[config.mk]
export PLATFORM = sky130hd
export DESIGN_NAME = gfsu_top
export DESIGN_NICKNAME = d
export VERILOG_FILES = /design/src/hw/gfsu_pkg.sv /design/src/hw/gfsu_top.sv
export SDC_FILE = /design/constraint.sdc
export NUM_CORES = 1
export LEC_CHECK = 0
export BUFFER_PORTS_ARGS = -buffer_cell sky130_fd_sc_hd__buf_2
export CORE_MARGIN = 4
export CORE_UTILIZATION = 25
export CTS_BUF_LIST = sky130_fd_sc_hd__clkbuf_4
export DETAILED_ROUTE_END_ITERATION = 7
export SYNTH_ARGS = -nofsm -noshare
export SYNTH_HDL_FRONTEND = slang
export SYNTH_SLANG_ARGS = --single-unit
[constraint.sdc]
create_clock -name clock -period 1.5 [get_ports clock]
set_input_delay 0.3 -clock clock [delete_from_list [all_inputs] [get_ports clock]]
set_output_delay 0.3 -clock clock [all_outputs]
set_load 0.01 [all_outputs]
[src/hw/gfsu_pkg.sv]
// Constants, pin function codes and slot signal bundle for the pin 3/4 function select block
package gfsu_pkg;
  // Configuration space byte offset of the pin function select register
  localparam logic [11:0] GFSU_CTL_OFFSET = 12'h0bc;
  localparam logic [15:0] GFSU_CTL_RESET = 16'h0000;
  // Bit 15 is reserved and never stored
  localparam logic [15:0] GFSU_CTL_WMASK = 16'h7fff;
  localparam int GFSU_RSVD_BIT = 15;
  localparam int GFSU_P4_MSB = 14;
  localparam int GFSU_P4_LSB = 12;
  localparam int GFSU_P3_MSB = 11;
  localparam int GFSU_P3_LSB = 9;

  typedef enum logic [2:0] {
    P4_GP_IN = 3'b000,
    P4_GP_OUT = 3'b001,
    P4_P1_ATTN_BTN = 3'b010,
    P4_P3_ATTN_BTN = 3'b011,
    P4_P1_PWR_FAULT = 3'b100,
    P4_P3_PWR_FAULT = 3'b101,
    P4_P1_INTERLOCK = 3'b110,
    P4_P3_INTERLOCK = 3'b111
  } gfsu_pin4_fn_t;

  typedef enum logic [2:0] {
    P3_GP_IN = 3'b000,
    P3_GP_OUT = 3'b001,
    P3_P1_CLK_REQ = 3'b010,
    P3_P1_LATCH = 3'b011,
    P3_P2_PWR_FAULT = 3'b100,
    P3_P3_PWR_FAULT = 3'b101,
    P3_P2_LATCH = 3'b110,
    P3_P3_LATCH = 3'b111
  } gfsu_pin3_fn_t;

  // Pin levels handed to the hot-plug logic of ports 1 to 3
  typedef struct packed {
    logic port1_attention_button;
    logic port3_attention_button;
    logic port1_power_fault;
    logic port2_power_fault;
    logic port3_power_fault;
    logic port1_interlock_engage;
    logic port3_interlock_engage;
    logic port1_clock_request;
    logic port1_latch_sensor;
    logic port2_latch_sensor;
    logic port3_latch_sensor;
    logic port3_presence_detect;
  } gfsu_slot_t;
endpackage

[src/hw/gfsu_top.sv]
// Pin function select for general-purpose pins 3 and 4 with hot-plug routing
module gfsu_top
  import gfsu_pkg::*;
(
  input wire logic clock,
  input wire logic resetn,
  input wire logic cfg_wr,
  input wire logic cfg_rd,
  input wire logic [11:0] cfg_addr,
  input wire logic [3:0] cfg_be,
  input wire logic [31:0] cfg_wdata,
  output logic [31:0] cfg_rdata,
  output logic cfg_rvalid,
  input wire logic eeprom_load,
  input wire logic [15:0] eeprom_data,
  input wire logic second_downstream_strap,
  input wire logic gpio3_pin_in,
  output logic gpio3_pin_out,
  output logic gpio3_pin_oe,
  input wire logic gpio4_pin_in,
  output logic gpio4_pin_out,
  output logic gpio4_pin_oe,
  input wire logic gpio3_out_data,
  input wire logic gpio4_out_data,
  output logic gpio3_in_data,
  output logic gpio4_in_data,
  output logic pin4_strapped,
  output gfsu_slot_t slot_out
);

  function automatic logic fn_hit(logic [2:0] sel, logic [2:0] code, logic lvl);
    fn_hit = (sel == code) && lvl;
  endfunction

  logic [15:0] ctl_reg;
  logic [15:0] ctl_next;
  logic [15:0] ctl_wr_val;
  logic ctl_hit;
  logic rd_hit;
  logic [2:0] p3_s_reg;
  logic [2:0] p4_s_reg;
  logic [2:0] st_s_reg;
  logic p3_filt_reg;
  logic p4_filt_reg;
  logic st_filt_reg;
  logic strap_done_reg;
  logic strap_reg;
  gfsu_pin4_fn_t pin4_function_select;
  gfsu_pin3_fn_t pin3_function_select;
  logic p4_free;
  gfsu_slot_t slot_next;

  // Configuration write with byte enables; EEPROM preload takes priority
  assign ctl_hit = cfg_wr && (cfg_addr == GFSU_CTL_OFFSET);
  assign rd_hit = cfg_rd && (cfg_addr == GFSU_CTL_OFFSET);
  assign ctl_wr_val = {cfg_be[1] ? cfg_wdata[15:8] : ctl_reg[15:8],
                       cfg_be[0] ? cfg_wdata[7:0] : ctl_reg[7:0]};
  assign ctl_next = (eeprom_load ? eeprom_data : ctl_hit ? ctl_wr_val : ctl_reg)
                    & GFSU_CTL_WMASK;

  always_ff @(posedge clock) begin
    if (!resetn) begin
      ctl_reg <= GFSU_CTL_RESET;
    end else begin
      ctl_reg <= ctl_next;
    end
  end

  // Bits 8:0 are held for the lower pins and do not steer this block
  always_ff @(posedge clock) begin
    if (!resetn) begin
      cfg_rvalid <= 1'b0;
      cfg_rdata <= 32'h0000_0000;
    end else begin
      cfg_rvalid <= cfg_rd;
      cfg_rdata <= rd_hit ? {16'h0000, ctl_reg & GFSU_CTL_WMASK} : 32'h0000_0000;
    end
  end

  // Pin synchronisers: a level counts once stages two and three agree
  always_ff @(posedge clock) begin
    if (!resetn) begin
      p3_s_reg <= 3'b000;
      p4_s_reg <= 3'b000;
      p3_filt_reg <= 1'b0;
      p4_filt_reg <= 1'b0;
    end else begin
      p3_s_reg <= {p3_s_reg[1:0], gpio3_pin_in};
      p4_s_reg <= {p4_s_reg[1:0], gpio4_pin_in};
      if (p3_s_reg[1] == p3_s_reg[2]) begin
        p3_filt_reg <= p3_s_reg[2];
      end
      if (p4_s_reg[1] == p4_s_reg[2]) begin
        p4_filt_reg <= p4_s_reg[2];
      end
    end
  end

  // Strap chain keeps running through reset so it is settled at release
  always_ff @(posedge clock) begin
    st_s_reg <= {st_s_reg[1:0], second_downstream_strap};
    if (st_s_reg[1] == st_s_reg[2]) begin
      st_filt_reg <= st_s_reg[2];
    end
  end

  // Strap is caught once, on the first edge after reset release
  always_ff @(posedge clock) begin
    if (!resetn) begin
      strap_done_reg <= 1'b0;
      strap_reg <= 1'b0;
    end else if (!strap_done_reg) begin
      strap_done_reg <= 1'b1;
      strap_reg <= st_filt_reg;
    end
  end

  assign pin4_function_select = gfsu_pin4_fn_t'(ctl_reg[GFSU_P4_MSB:GFSU_P4_LSB]);
  assign pin3_function_select = gfsu_pin3_fn_t'(ctl_reg[GFSU_P3_MSB:GFSU_P3_LSB]);
  // A strapped pin 4 ignores its select field entirely
  assign p4_free = !strap_reg;

  // Slot routing; unselected slot signals rest at zero
  assign slot_next.port1_attention_button =
    p4_free && fn_hit(pin4_function_select, P4_P1_ATTN_BTN, p4_filt_reg);
  assign slot_next.port3_attention_button =
    p4_free && fn_hit(pin4_function_select, P4_P3_ATTN_BTN, p4_filt_reg);
  assign slot_next.port1_power_fault =
    p4_free && fn_hit(pin4_function_select, P4_P1_PWR_FAULT, p4_filt_reg);
  assign slot_next.port1_interlock_engage =
    p4_free && fn_hit(pin4_function_select, P4_P1_INTERLOCK, p4_filt_reg);
  assign slot_next.port3_interlock_engage =
    p4_free && fn_hit(pin4_function_select, P4_P3_INTERLOCK, p4_filt_reg);
  // Port 3 power fault may come from either pin
  assign slot_next.port3_power_fault =
    (p4_free && fn_hit(pin4_function_select, P4_P3_PWR_FAULT, p4_filt_reg))
    || fn_hit(pin3_function_select, P3_P3_PWR_FAULT, p3_filt_reg);
  assign slot_next.port1_clock_request =
    fn_hit(pin3_function_select, P3_P1_CLK_REQ, p3_filt_reg);
  assign slot_next.port1_latch_sensor =
    fn_hit(pin3_function_select, P3_P1_LATCH, p3_filt_reg);
  assign slot_next.port2_power_fault =
    fn_hit(pin3_function_select, P3_P2_PWR_FAULT, p3_filt_reg);
  assign slot_next.port2_latch_sensor =
    fn_hit(pin3_function_select, P3_P2_LATCH, p3_filt_reg);
  assign slot_next.port3_latch_sensor =
    fn_hit(pin3_function_select, P3_P3_LATCH, p3_filt_reg);
  assign slot_next.port3_presence_detect = strap_reg && p4_filt_reg;

  always_ff @(posedge clock) begin
    if (!resetn) begin
      slot_out <= '0;
      gpio3_in_data <= 1'b0;
      gpio4_in_data <= 1'b0;
      gpio3_pin_out <= 1'b0;
      gpio3_pin_oe <= 1'b0;
      gpio4_pin_out <= 1'b0;
      gpio4_pin_oe <= 1'b0;
      pin4_strapped <= 1'b0;
    end else begin
      slot_out <= slot_next;
      // General input path only when the pin is a general pin
      gpio3_in_data <= (pin3_function_select == P3_GP_IN) && p3_filt_reg;
      gpio4_in_data <= p4_free && (pin4_function_select == P4_GP_IN) && p4_filt_reg;
      gpio3_pin_out <= (pin3_function_select == P3_GP_OUT) && gpio3_out_data;
      gpio3_pin_oe <= pin3_function_select == P3_GP_OUT;
      gpio4_pin_out <= p4_free && (pin4_function_select == P4_GP_OUT) && gpio4_out_data;
      gpio4_pin_oe <= p4_free && (pin4_function_select == P4_GP_OUT);
      pin4_strapped <= strap_reg;
    end
  end
endmodule

==> results.json <==
{
  "viasPerCell": 4.05,
  "syn_area_per_cell_um2": 10.6,
  "finalWirelength_um": 5050,
  "diodes": 0,
  "layout_commonest_cell": "buf_2",
  "rows": 35,
  "vias": 1755,
  "start_util_pct": 25.6,
  "syn_inst": 221,
  "power_density_nw_per_um2": 1010,
  "crit_chain": "buf_2",
  "synth-seq-area-share_pct": 54.9,
  "die-area_um2": 11000,
  "drtIter0Drc": 59,
  "synthArstFlopShare_pct": 0,
  "yosys.cell_types.count": 33,
  "cp_max_fo": 1,
  "fin_area_um2": 3010,
  "cts_root_buffer": "clkbuf_4",
  "cts_inserted_buffers": 9,
  "ant_nets": 0,
  "synth_edf_count": 1,
  "fmax_mhz": 853,
  "cp.required_ps": 1200,
  "cts_buffer_depth": 2,
  "htreeDepth": 3,
  "min_period_ps": 1170,
  "final.period_utilization_pct": 78.1,
  "setup_viol": 0,
  "place_congestion": 0.731,
  "maxSlewViolCount": 0,
  "placed_area_um2": 2890,
  "fin_util_pct": 32.7,
  "worstHoldPathType": "in -> reg",
  "finClkSkew_ps": 18.2,
  "p_leak_nw": 1.40,
  "cp.arrival_ps": 870,
  "drive_above_1_share_pct": 40.4,
  "drc_errors": 0,
  "globalRouteTotalUtil_pct": 9.68,
  "path_class": "reg -> out",
  "ir_drop_mv": 0.260,
  "hpwl_um": 3860,
  "numPortBuffers": 88,
  "fin_setup_tns_ps": 0,
  "critPathSlowestCell": "dfxtp_1",
  "met1_usage_pct": 11.0,
  "crit_buf_inv": 1,
  "grt_use_met2_pct": 15.7,
  "syn_to_final_growth_pct": 28.0,
  "clk_pin_slew_worst_paths_ps": 120,
  "ys_ff_latch": 64,
  "crit_path_end_kind": "output port",
  "antenna_found_initial": 0,
  "gr-total-overflow": 0,
  "grt_max_degree": 29,
  "grt_pass1_vias": 1661,
  "wire_per_inst_um": 11.7,
  "cts_tree": "built",
  "fill_cells": 940,
  "clk_latency_ps": 400,
  "p_total_w": 0.00304,
  "cts_resized": 0,
  "hold_viol": 0,
  "clock-sinks": 64,
  "coreArea_um2": 9200,
  "critPathTopFamily": "flip-flops",
  "cp-start-kind": "register",
  "use_met3_pct": 4.82,
  "io_pins": 126,
  "fp.dieW_um": 105,
  "grt_pass1_wl_um": 8250,
  "cap_violations": 0,
  "grt-busiest-layer": "met2",
  "rsz0062_at_grt": "no",
  "final_cell_mix": "buf_2 (88), dfxtp_1 (63), nand2_1 (21)",
  "outcome": "complete, no violations",
  "nets": 391,
  "netlist_area_um2": 2350,
  "synth_flop_cell": "dfxtp_1",
  "first_pass_iters": 4,
  "max_stage_delay_ps": 340,
  "ys_warn_count": 0,
  "die_h_um": 105
}
-- per-layer routing --
| metal | share of wire (%) | vias to the layer above | wire length [µm] |
|---|---|---|---|
| met5 | 0 | - | 0 |
| met4 | 1.1 | 0 | 56 |
| met3 | 9.3 | 6 | 469 |
| met2 | 47 | 70 | 2380 |
| met1 | 42 | 778 | 2140 |
| li1 | - | 901 | - |
-- where the power goes --
| group | switching (W) | internal, W |
|---|---|---|
| clock network | 0.000636 | 0.000341 |
| registers | 0.0000284 | 0.00176 |
| logic | 0.000136 | 0.000137 |
-- cell usage after synthesis, types with 2 or more instances --
cell type / n / area (µm²)
dfxtp_1: 63 / 1260
nand2_1: 21 / 78.8
buf_4: 17 / 128
nand2b_1: 17 / 106
mux2i_1: 16 / 160
and2_2: 15 / 113
o211ai_1: 15 / 113
and2_1: 12 / 75.1
nor2_1: 8 / 30.0
clkbuf_1: 6 / 22.5
nor3_1: 4 / 20.0
a21boi_0: 2 / 15.0
a41oi_2: 2 / 32.5
buf_2: 2 / 10.0
nor2b_1: 2 / 12.5
o21ai_0: 2 / 10.0
-- layout make-up --
class | count | area [µm²] | share of cell area, %
clock buffers | 9 | 67.6 | 2.24
clock inverters | 7 | 46.3 | 1.54
inverters | 1 | 3.75 | 0.125
multi-input cells | 145 | 948 | 31.5
flip-flops and latches | 64 | 1290 | 42.9
well taps | 111 | 139 | 4.61
repair buffers | 96 | 515 | 17.1
-- worst register-to-register path, delay by kind of cell, from the launching register on --
family        cells  cell delay, ps
flops             1             320
simple gates      3             720
-- what timing repair did --
action | in CTS | in global routing
hold buffers | 1 | 0
endpoints found under the hold margin | 1 | 0
setup buffers | 0 | 0
-- through the flow --
stage,setup WS [ps],instances,hold slack (ps)
final,328,433,93.0
after global routing,252,433,47.6
after CTS,282,433,50.1
after detailed placement,4.51,416,330
after global placement,28.1,416,316
after floorplan,232,237,310
-- worst paths after layout --
path	depth (start not counted)	to	slack, ps	startpoint
setup / recovery	1	slot_out[7]	330	slot_out[7]
hold / removal	2	gpio3_pin_out	90	gpio3_out_data
setup reg to reg	3	gpio4_pin_out	430	ctl_reg[13]
hold reg to reg	0	st_s_reg[1]	340	st_s_reg[0]
-- logic make-up after synthesis --
| kind of cell | share of synthesized area [%] |
|---|---|
| AND/OR/NAND/NOR | 22.8 |
| AO/OA/AOI/OAI | 7.61 |
| other | 0.159 |
| flip-flops | 54.9 |
| XOR/XNOR | 0.372 |
| multiplexers | 6.81 |
| buffers and inverters | 7.34 |
(Power assumes the default switching activity.)
